===== src/logic/spf_pkg.sv =====
`default_nettype none
package spf_pkg;

  // -----------------------------------------------------------------
  // register map (byte addresses on the axi4-lite bus)
  // -----------------------------------------------------------------
  localparam logic [3:0] SPF_OFS_STATUS  = 4'h0; // serial_status
  localparam logic [3:0] SPF_OFS_CONTROL = 4'h4; // serial_control
  localparam logic [3:0] SPF_OFS_TX_HOLD = 4'h8; // tx_holding_reg
  localparam logic [3:0] SPF_OFS_RX_HOLD = 4'hc; // rx_holding_reg

  // -----------------------------------------------------------------
  // serial_status fields and reset value
  // -----------------------------------------------------------------
  localparam int unsigned SPF_BIT_TX_BUFFER_EMPTY_FLAG = 7; // tx_buffer_empty_flag
  localparam int unsigned SPF_BIT_RX_BUFFER_FULL_FLAG = 6; // rx_buffer_full_flag
  localparam int unsigned SPF_BIT_OVR  = 5; // overrun_flag
  localparam int unsigned SPF_BIT_FRM  = 4; // framing_error_flag
  localparam int unsigned SPF_BIT_PAR  = 3; // parity_error_flag
  localparam int unsigned SPF_BIT_TRANSMIT_END_FLAG = 2; // transmit_end_flag
  localparam int unsigned SPF_BIT_RX_MULTIPROC_BIT = 1; // rx_multiproc_bit
  localparam int unsigned SPF_BIT_TX_MULTIPROC_BIT = 0; // tx_multiproc_bit
  localparam logic [7:0]  SPF_STATUS_RST = 8'h84;

  // -----------------------------------------------------------------
  // serial_control fields and reset value
  // -----------------------------------------------------------------
  localparam int unsigned SPF_CTL_TE   = 0; // transmit_enable_bit
  localparam int unsigned SPF_CTL_RE   = 1; // receive_enable_bit
  localparam int unsigned SPF_CTL_SYNC = 2; // synchronous mode
  localparam int unsigned SPF_CTL_PEN  = 3; // parity enable
  localparam int unsigned SPF_CTL_PM   = 4; // parity_mode_select, 1 = odd
  localparam int unsigned SPF_CTL_MP   = 5; // multiprocessor format
  localparam logic [7:0]  SPF_CONTROL_RST = 8'h00;
  localparam logic [7:0]  SPF_CONTROL_MASK = 8'h3f;

  // -----------------------------------------------------------------
  // bus answers
  // -----------------------------------------------------------------
  localparam logic [1:0] SPF_RESP_OKAY   = 2'h0;
  localparam logic [1:0] SPF_RESP_SLVERR = 2'h2;

  // end-of-character report from the receive shifter
  typedef struct packed {
    logic       valid;      // one-cycle pulse, character complete
    logic [7:0] data;       // contents of rx_shift_reg
    logic       stop_bit;   // first stop bit as sampled
    logic       parity_bit; // received parity bit
    logic       mpb;        // received multiprocessor bit
  } spf_rx_evt_s;

endpackage
`default_nettype wire


===== src/logic/spf_status.sv =====
`default_nettype none
module spf_status (
  input  wire logic                 aclk,           // system clock, 200 MHz
  input  wire logic                 aresetn,        // synchronous reset, active low
  input  wire logic                 lowpower_entry, // level, standby/watch/sub modes
  // axi4-lite slave
  input  wire logic [3:0]           awaddr,         // write address
  input  wire logic                 awvalid,        // write address valid
  output logic                      awready,        // write address ready
  input  wire logic [31:0]          wdata,          // write data
  input  wire logic [3:0]           wstrb,          // byte enables
  input  wire logic                 wvalid,         // write data valid
  output logic                      wready,         // write data ready
  output logic [1:0]                bresp,          // write response
  output logic                      bvalid,         // write response valid
  input  wire logic                 bready,         // write response ready
  input  wire logic [3:0]           araddr,         // read address
  input  wire logic                 arvalid,        // read address valid
  output logic                      arready,        // read address ready
  output logic [31:0]               rdata,          // read data
  output logic [1:0]                rresp,          // read response
  output logic                      rvalid,         // read data valid
  input  wire logic                 rready,         // read data ready
  // transmit shifter side
  input  wire logic                 tx_shift_idle,  // tx_shift_reg can take a byte
  input  wire logic                 tx_last_bit,    // pulse, last bit of character sent
  output logic                      tx_load,        // pulse, holding moved to shifter
  output logic [7:0]                tx_data,        // tx_holding_reg contents
  output logic                      tx_mpb,         // tx_multiproc_bit to append
  output logic                      tx_halt,        // transmit stalled by rx error
  output logic [7:0]                ctl_out,        // serial_control to shifters
  // receive shifter side
  input  wire spf_pkg::spf_rx_evt_s rx_evt,         // end-of-character report
  output logic                      rx_halt         // reception stalled by error
);

  // -----------------------------------------------------------------
  // storage
  // -----------------------------------------------------------------
  logic [7:0]  status_ff;   // serial_status
  logic [7:0]  nxt_status;  // its next value
  logic [7:3]  arm_ff;      // flag seen as 1 by a status read
  logic [7:3]  nxt_arm;     // its next value
  logic [7:0]  control_ff;  // serial_control
  logic [7:0]  tx_hold_ff;  // tx_holding_reg
  logic [7:0]  rx_hold_ff;  // rx_holding_reg

  // bus channel state
  logic        aw_got_ff;   // write address latched
  logic [3:0]  awaddr_ff;   // latched write address
  logic        w_got_ff;    // write data latched
  logic [31:0] wdata_ff;    // latched write data
  logic [3:0]  wstrb_ff;    // latched byte enables
  logic        bvalid_ff;   // write answer pending
  logic [1:0]  bresp_ff;    // write answer code
  logic        rvalid_ff;   // read answer pending
  logic [31:0] rdata_ff;    // read answer data
  logic [1:0]  rresp_ff;    // read answer code

  // -----------------------------------------------------------------
  // decode
  // -----------------------------------------------------------------
  logic wr_fire;     // both write halves held, perform write now
  logic wr_lane0;    // low byte lane enabled
  logic wr_status;   // write to serial_status
  logic wr_control;  // write to serial_control
  logic wr_tx_hold;  // write to tx_holding_reg
  logic ar_fire;     // read address taken this edge
  logic rd_status;   // read of serial_status
  logic rd_rx_hold;  // read of rx_holding_reg
  logic te;          // transmit enabled
  logic re;          // receive enabled
  logic sync_mode;   // synchronous mode
  logic rx_err_any;  // any receive error flag up
  logic rx_take;     // character report is accepted
  logic rx_frm_err;  // framing error in this character
  logic rx_par_err;  // parity error in this character

  assign wr_fire    = aw_got_ff & w_got_ff & ~bvalid_ff;
  assign wr_lane0   = wstrb_ff[0];
  assign wr_status  = wr_fire & wr_lane0 & (awaddr_ff[3:2] == spf_pkg::SPF_OFS_STATUS[3:2]);
  assign wr_control = wr_fire & wr_lane0 & (awaddr_ff[3:2] == spf_pkg::SPF_OFS_CONTROL[3:2]);
  assign wr_tx_hold = wr_fire & wr_lane0 & (awaddr_ff[3:2] == spf_pkg::SPF_OFS_TX_HOLD[3:2]);
  assign ar_fire    = arvalid & ~rvalid_ff;
  assign rd_status  = ar_fire & (araddr[3:2] == spf_pkg::SPF_OFS_STATUS[3:2]);
  assign rd_rx_hold = ar_fire & (araddr[3:2] == spf_pkg::SPF_OFS_RX_HOLD[3:2]);

  assign te        = control_ff[spf_pkg::SPF_CTL_TE];
  assign re        = control_ff[spf_pkg::SPF_CTL_RE];
  assign sync_mode = control_ff[spf_pkg::SPF_CTL_SYNC];

  // any error flag stops the receiver, and the transmitter in sync mode
  assign rx_err_any = status_ff[spf_pkg::SPF_BIT_OVR] | status_ff[spf_pkg::SPF_BIT_FRM]
                    | status_ff[spf_pkg::SPF_BIT_PAR];
  assign rx_halt    = rx_err_any;
  assign tx_halt    = rx_err_any & sync_mode;

  // a report is dropped while disabled or halted, so nothing moves
  assign rx_take    = rx_evt.valid & re & ~rx_err_any;
  // no stop or parity bit exists on a synchronous frame
  assign rx_frm_err = ~sync_mode & ~rx_evt.stop_bit;
  assign rx_par_err = ~sync_mode & control_ff[spf_pkg::SPF_CTL_PEN]
                    & (^rx_evt.data ^ rx_evt.parity_bit ^ control_ff[spf_pkg::SPF_CTL_PM]);

  // handshake out to the transmit shifter
  assign tx_load = ~status_ff[spf_pkg::SPF_BIT_TX_BUFFER_EMPTY_FLAG] & te & tx_shift_idle & ~tx_halt;
  assign tx_data = tx_hold_ff;
  assign tx_mpb  = status_ff[spf_pkg::SPF_BIT_TX_MULTIPROC_BIT];
  assign ctl_out = control_ff;

  // -----------------------------------------------------------------
  // flag next-state: every set term is or-ed after the clear terms
  // -----------------------------------------------------------------
  always_comb begin
    logic [7:3] clr;     // armed flag written with 0
    logic       tx_buffer_empty_flag_clr;
    clr      = '0;
    tx_buffer_empty_flag_clr = 1'b0;
    nxt_status = status_ff;
    if (wr_status) begin
      clr = arm_ff & ~wdata_ff[7:3];
    end
    // tx empty: cleared by armed zero or a new byte
    tx_buffer_empty_flag_clr = clr[spf_pkg::SPF_BIT_TX_BUFFER_EMPTY_FLAG] | wr_tx_hold;
    if (tx_buffer_empty_flag_clr) begin
      nxt_status[spf_pkg::SPF_BIT_TX_BUFFER_EMPTY_FLAG] = 1'b0;
      nxt_status[spf_pkg::SPF_BIT_TRANSMIT_END_FLAG] = 1'b0;
    end
    if (tx_load | ~te) begin
      nxt_status[spf_pkg::SPF_BIT_TX_BUFFER_EMPTY_FLAG] = 1'b1;
    end
    // transmit end follows the empty flag at the last bit
    if ((tx_last_bit & status_ff[spf_pkg::SPF_BIT_TX_BUFFER_EMPTY_FLAG]) | ~te) begin
      nxt_status[spf_pkg::SPF_BIT_TRANSMIT_END_FLAG] = 1'b1;
    end
    // rx full: cleared by armed zero or data read
    if (clr[spf_pkg::SPF_BIT_RX_BUFFER_FULL_FLAG] | rd_rx_hold) begin
      nxt_status[spf_pkg::SPF_BIT_RX_BUFFER_FULL_FLAG] = 1'b0;
    end
    for (int i = spf_pkg::SPF_BIT_PAR; i <= spf_pkg::SPF_BIT_OVR; i++) begin
      if (clr[i]) begin
        nxt_status[i] = 1'b0;
      end
    end
    if (rx_take) begin
      if (status_ff[spf_pkg::SPF_BIT_RX_BUFFER_FULL_FLAG]) begin
        nxt_status[spf_pkg::SPF_BIT_OVR] = 1'b1;
      end else begin
        if (rx_frm_err) begin
          nxt_status[spf_pkg::SPF_BIT_FRM] = 1'b1;
        end
        if (rx_par_err) begin
          nxt_status[spf_pkg::SPF_BIT_PAR] = 1'b1;
        end
        if (~rx_frm_err & ~rx_par_err) begin
          nxt_status[spf_pkg::SPF_BIT_RX_BUFFER_FULL_FLAG] = 1'b1;
        end
      end
      // multiprocessor bit only exists in async multiprocessor format
      if (~sync_mode & control_ff[spf_pkg::SPF_CTL_MP]) begin
        nxt_status[spf_pkg::SPF_BIT_RX_MULTIPROC_BIT] = rx_evt.mpb;
      end
    end
    if (wr_status) begin
      nxt_status[spf_pkg::SPF_BIT_TX_MULTIPROC_BIT] = wdata_ff[spf_pkg::SPF_BIT_TX_MULTIPROC_BIT];
    end
    // arm follows what software saw, and drops once the flag is low
    nxt_arm = (arm_ff | (rd_status ? status_ff[7:3] : 5'h00)) & nxt_status[7:3];
  end

  // -----------------------------------------------------------------
  // status register and arm bits
  // -----------------------------------------------------------------
  always_ff @(posedge aclk) begin
    if (!aresetn || lowpower_entry) begin
      status_ff <= spf_pkg::SPF_STATUS_RST;
      arm_ff    <= 5'h00;
    end else begin
      status_ff <= nxt_status;
      arm_ff    <= nxt_arm;
    end
  end

  // control register, written whole from the low byte
  always_ff @(posedge aclk) begin
    if (!aresetn) begin
      control_ff <= spf_pkg::SPF_CONTROL_RST;
    end else if (wr_control) begin
      control_ff <= wdata_ff[7:0] & spf_pkg::SPF_CONTROL_MASK;
    end
  end

  // transmit holding register
  always_ff @(posedge aclk) begin
    if (!aresetn) begin
      tx_hold_ff <= 8'h00;
    end else if (wr_tx_hold) begin
      tx_hold_ff <= wdata_ff[7:0];
    end
  end

  // receive holding register: an overrun never overwrites it
  always_ff @(posedge aclk) begin
    if (!aresetn) begin
      rx_hold_ff <= 8'h00;
    end else if (rx_take & ~status_ff[spf_pkg::SPF_BIT_RX_BUFFER_FULL_FLAG]) begin
      rx_hold_ff <= rx_evt.data;
    end
  end

  // -----------------------------------------------------------------
  // axi4-lite write channels: address and data taken in any order
  // -----------------------------------------------------------------
  assign awready = ~aw_got_ff & ~bvalid_ff;
  assign wready  = ~w_got_ff & ~bvalid_ff;
  assign bvalid  = bvalid_ff;
  assign bresp   = bresp_ff;

  always_ff @(posedge aclk) begin
    if (!aresetn) begin
      aw_got_ff <= 1'b0;
      awaddr_ff <= 4'h0;
    end else if (awvalid & awready) begin
      aw_got_ff <= 1'b1;
      awaddr_ff <= awaddr;
    end else if (wr_fire) begin
      aw_got_ff <= 1'b0;
    end
  end

  always_ff @(posedge aclk) begin
    if (!aresetn) begin
      w_got_ff <= 1'b0;
      wdata_ff <= 32'h0000_0000;
      wstrb_ff <= 4'h0;
    end else if (wvalid & wready) begin
      w_got_ff <= 1'b1;
      wdata_ff <= wdata;
      wstrb_ff <= wstrb;
    end else if (wr_fire) begin
      w_got_ff <= 1'b0;
    end
  end

  // write answer; rx holding is read-only, so a write there errs
  always_ff @(posedge aclk) begin
    if (!aresetn) begin
      bvalid_ff <= 1'b0;
      bresp_ff  <= spf_pkg::SPF_RESP_OKAY;
    end else if (wr_fire) begin
      bvalid_ff <= 1'b1;
      bresp_ff  <= (awaddr_ff[3:2] == spf_pkg::SPF_OFS_RX_HOLD[3:2]) ? spf_pkg::SPF_RESP_SLVERR
                                                                     : spf_pkg::SPF_RESP_OKAY;
    end else if (bready) begin
      bvalid_ff <= 1'b0;
    end
  end

  // -----------------------------------------------------------------
  // axi4-lite read channel: one cycle from address to data
  // -----------------------------------------------------------------
  assign arready = ~rvalid_ff;
  assign rvalid  = rvalid_ff;
  assign rdata   = rdata_ff;
  assign rresp   = rresp_ff;

  always_ff @(posedge aclk) begin
    if (!aresetn) begin
      rvalid_ff <= 1'b0;
      rdata_ff  <= 32'h0000_0000;
      rresp_ff  <= spf_pkg::SPF_RESP_OKAY;
    end else if (ar_fire) begin
      rvalid_ff <= 1'b1;
      rresp_ff  <= spf_pkg::SPF_RESP_OKAY;
      case (araddr[3:2])
        spf_pkg::SPF_OFS_STATUS[3:2]:  rdata_ff <= {24'h00_0000, status_ff};
        spf_pkg::SPF_OFS_CONTROL[3:2]: rdata_ff <= {24'h00_0000, control_ff};
        spf_pkg::SPF_OFS_TX_HOLD[3:2]: rdata_ff <= {24'h00_0000, tx_hold_ff};
        spf_pkg::SPF_OFS_RX_HOLD[3:2]: rdata_ff <= {24'h00_0000, rx_hold_ff};
        default: begin
          rdata_ff <= 32'h0000_0000;
          rresp_ff <= spf_pkg::SPF_RESP_SLVERR;
        end
      endcase
    end else if (rready) begin
      rvalid_ff <= 1'b0;
    end
  end

  // -----------------------------------------------------------------
  // assertions
  // -----------------------------------------------------------------
  reset_value_a: assert property (@(posedge aclk) $rose(aresetn) |-> status_ff == 8'h84)
    else $error("status not 84 after reset");

  overrun_cause_a: assert property (@(posedge aclk) disable iff (!aresetn)
    $rose(status_ff[5]) |-> $past(rx_take & status_ff[6]))
    else $error("overrun rose without full buffer report");

  transmit_end_flag_cause_a: assert property (@(posedge aclk) disable iff (!aresetn)
    $rose(status_ff[2]) |-> $past((tx_last_bit & status_ff[7]) | ~te | lowpower_entry))
    else $error("transmit end rose without cause");

  tx_buffer_empty_flag_set_a: assert property (@(posedge aclk) disable iff (!aresetn)
    tx_load |=> status_ff[7] && $past(tx_hold_ff) == tx_hold_ff)
    else $error("empty flag not set after load");

  te_off_a: assert property (@(posedge aclk) disable iff (!aresetn)
    ~te |=> status_ff[7] & status_ff[2])
    else $error("disable did not set empty and end");

  rx_buffer_full_flag_read_a: assert property (@(posedge aclk) disable iff (!aresetn)
    rd_rx_hold & ~rx_take & ~lowpower_entry |=> ~status_ff[6])
    else $error("data read left full flag set");

  overrun_keep_a: assert property (@(posedge aclk) disable iff (!aresetn)
    rx_take & status_ff[6] |=> $stable(rx_hold_ff))
    else $error("overrun overwrote held byte");

  halt_drop_a: assert property (@(posedge aclk) disable iff (!aresetn)
    rx_evt.valid & rx_err_any |=> $stable(rx_hold_ff) ##1 $stable(rx_hold_ff) || rx_take)
    else $error("report taken while halted");

  frame_store_a: assert property (@(posedge aclk) disable iff (!aresetn)
    rx_take & ~status_ff[6] & rx_frm_err & ~lowpower_entry |=> status_ff[4] & ~status_ff[6]
      & rx_hold_ff == $past(rx_evt.data))
    else $error("framing error handling wrong");

  sync_halt_a: assert property (@(posedge aclk) disable iff (!aresetn)
    sync_mode & rx_err_any |-> ~tx_load)
    else $error("sync transmit ran during error");

  clear_armed_a: assert property (@(posedge aclk) disable iff (!aresetn)
    $fell(status_ff[5]) |-> $past(arm_ff[5] | lowpower_entry))
    else $error("overrun cleared without arming read");

  overrun_cov: cover property (@(posedge aclk) disable iff (!aresetn) rx_take & status_ff[6]);
  clear_cov:   cover property (@(posedge aclk) disable iff (!aresetn) wr_status & (|(arm_ff & ~wdata_ff[7:3])));
  txload_cov:  cover property (@(posedge aclk) disable iff (!aresetn) tx_load ##[1:20] tx_last_bit);

endmodule
`default_nettype wire


===== config.mk =====
export PLATFORM = sky130hd
export DESIGN_NAME = spf_status
export DESIGN_NICKNAME = d
export VERILOG_FILES = /design/src/logic/spf_pkg.sv /design/src/logic/spf_status.sv
export SDC_FILE = /design/constraint.sdc
export NUM_CORES = 1
export LEC_CHECK = 0
export BUFFER_PORTS_ARGS = -buffer_cell sky130_fd_sc_hd__buf_4
export CAP_MARGIN = 20
export CORE_MARGIN = 2
export CORE_UTILIZATION = 43
export CTS_CLUSTER_DIAMETER = 40
export DETAILED_ROUTE_END_ITERATION = 16
export PLACE_DENSITY = 0.8
export SYNTH_ARGS = -nofsm -noshare
export SYNTH_HDL_FRONTEND = slang
export SYNTH_SLANG_ARGS = --single-unit
export TNS_END_PERCENT = 20

===== constraint.sdc =====
create_clock -name aclk -period 1.7 [get_ports aclk]
set_clock_uncertainty 0.15 [all_clocks]
set_input_delay 0.34 -clock aclk [delete_from_list [all_inputs] [get_ports aclk]]
set_output_delay 0.34 -clock aclk [all_outputs]
set_load 0.02 [all_outputs]

==> results.txt <==
Status - finished with violations
Failing checks - design-rule violations, negative setup slack
Min Hold Slack - 83.0 ps
Crit share post-route - 1.30
Htree depth - 3
FP Rows - 29
# IOs - 127
Final setup fails - 17
CP max stage delay - 380 ps
Setup Slack @ Placement - -185 ps
Width of the chip - 85.8 um
1st-pass router iterations - 13
Final Hold Vio Count - 0
Critical Setup Path Class - register to output port
Fmax - 453 MHz
Max-cap violations - 0
Mean Syn Cell Area - 9.31 um^2
VDD IR-drop max - 0.683 mV
Chip height - 85.8 um
Area occupied by multi-input gates - 1540 um^2
Vias in the first global route - 2274
Skew-Pair Late Insertion Delay - 340 ps
Num CTS Buffers - 9
Synth area leaders - dfxtp_1 41%, mux2i_1 9.4%, buf_4 7.6%
Remaining DRCs - 10
Slowest cell on the critical path - or3_4
I/O Buffers - 66
DR vias - 2432
Seq. cell area - 1180 um^2
Iteration-0 DRC Markers - 163
Global-route wire length before repair - 11.2 mm
Post-synthesis cell area - 2880 um^2
Non-Filler Instances - 482
Synth-to-Final Area Change - 31.7%
Via/cell ratio - 5.05
Setup slack after layout - -508 ps
Highest routed layer - met4
Yosys top cell area share - 0.411
Setup_tns - -2350 ps
Synthesized flop and latch total - 59
Switching pwr - 825 uW
Area leader, netlist - dfxtp_1
Fillers - 563
Total GRT Usage - 0.203
Distinct cells, synth - 43
Hold WC Path Type - input pin to register
Final Slew Violations - 0
Met3 wire length - 532 um
Clock Sinks - 59
Clock slew at reported path FFs - 60 ps
CP Capture Type - output port
Power, Total - 3310 uW
Starting Density - 0.448
Post-DP HPWL - 5.37 mm
Antenna-violating nets left - 0
Grt ovf - 0
Core area - 6420 um^2
Antenna violations before repair - 0
ANT cells - 0
Final min period - 2210 ps
Seq pwr share - 0.442
Largest net degree at the start of global routing - 32
Total Die Area - 7360 um^2
LEAKAGE - 0.00164 uW
Combinational Power Share - 0.130
Final net count - 466
Layout cells sized above 1 - 0.321
Yosys warns - 0
Synth Instances - 309
GPL Wtd Cong - 0.894
Met1 WL - 2.92 mm
CP Cell Sequence - or3_4 > and2_4 > nand2b_4 > nor3b_4 > buf_6
Clock power frac - 0.428
CTS tree - built
Dpl cells - 463
Root Driver - clkbuf_8
DR WL/cell - 14.8 um
Sw frac - 0.250
Critical Path AT - 1720 ps
Clock Path Buffers - 2
CP Data Required Time - 1210 ps
Final wirelength - 7.11 mm
Seq/Total Area, Yosys - 0.411
PD cells - 873 nW/um^2
RSZ-0062 raised after global routing - true
CP Launch Type - register
Max FO, Critical Path - 2
Int Power - 2480 uW
Met2 wire length - 3.50 mm
[path summary, 6_finish.rpt]
check	from	to	slack, ps	cells after the start
max	status_ff[4]	tx_load	-510	5
min	rx_evt[0]	status_ff[1]	80	3
max reg2reg	status_ff[4]	arm_ff[4]	-160	7
min reg2reg	status_ff[2]	status_ff[2]	320	2
[final cells by class]
cell class                      count  area share
Clock buffer                       12      0.0383
Tap cell                           77      0.0254
Multi-Input combinational cell    231       0.405
Inverter                            5     0.00496
Timing Repair Buffer               94       0.194
Clock inverter                      4      0.0195
Sequential cell                    59       0.313
[registers in the layout, summed over array words and instances (netlist names), 2 cells and up]
signal	count
awaddr_ff	2
wdata_ff	8
tx_data	8
arm_ff	5
rx_hold_ff	8
ctl_out	6
rdata	8
status_ff	8
[Yosys cell counts]
cell and instances:
a211oi_2 1, a21boi_0 16, a21o_1 1, a21oi_1 11
a21oi_2 1, a221o_1 4, a221oi_1 2, a22oi_1 1
and2_1 2, and2_4 1, and3b_1 1, buf_2 1
buf_4 29, buf_6 2, clkbuf_1 10, conb_1 1
dfxtp_1 59, inv_1 5, mux2_2 6, mux2i_1 27
nand2_1 38, nand2_2 1, nand2b_1 7, nand2b_4 1
nand3_1 2, nand3b_1 1, nand4_1 3, nor2_1 10
nor2b_1 31, nor2b_2 1, nor3_1 1, nor3_2 2
nor3_4 1, nor3b_1 3, nor4_1 1, o2111ai_1 1
o211a_1 2, o21ai_0 9, o221ai_1 3, o311ai_0 1
or3_1 1, xnor2_1 7, xnor3_1 1
[metal layers]
layer / global-route usage / vias up
met5: 0 / -
met4: 0.0823 / 0
met3: 0.0606 / 18
met2: 0.329 / 101
met1: 0.252 / 1136
li1: - / 1177
[cell families after synthesis]
group | Yosys count | share of synthesized area
compound gates | 53 | 0.131
buf+inv | 47 | 0.105
simple gates | 108 | 0.205
mux | 33 | 0.117
flops | 59 | 0.411
xor+xnor | 8 | 0.0292
other cells | 1 | 0.00130
[power by group through the flow]
stage	Clock [uW]	Combinational (uW)	Sequential [uW]
final	1410	430	1460
after global routing	1500	468	1460
after CTS	1440	429	1460
after detailed placement	0	427	1490
after global placement	0	421	1490
after floorplan	0	293	1500
[stage by stage]
stage	utilization	area, um^2
2_1_floorplan	-	2990
5_1_grt	0.590	3790
3_3_place_gp	0.545	3500
3_5_place_dp	0.545	3500
4_1_cts	0.586	3760
6_report	0.590	3790
[critical path, delay by kind of cell, from the launching register on]
| family | cells | cell delay, ps |
|---|---|---|
| DFF | 1 | 320 |
| and+or+nand+nor | 4 | 910 |
| buffers and inverters | 1 | 140 |
[layout by cell type, fill, tap and decap left out, drive strengths merged, types with 4 or more instances in the layout]
| cell | n |
|---|---|
| clkbuf | 12 |
| nor3 | 4 |
| nand2b | 8 |
| a221o | 4 |
| nor2b | 32 |
| nand2 | 39 |
| conb | 29 |
| mux2i | 27 |
| nor2 | 10 |
| inv | 5 |
| mux2 | 6 |
| a21boi | 16 |
| a21oi | 12 |
| xnor2 | 7 |
| o21ai | 9 |
| buf | 94 |
| dfxtp | 59 |
[timing repair]
item	CTS	global route
hold endpoints to repair	0	0
pin swaps	5	5
endpoints found under the setup margin	18	22
gates resized for setup	9	4
setup buffers	2	2
hold buffers	0	0
Note: power is estimated with default switching activity, not from simulation.
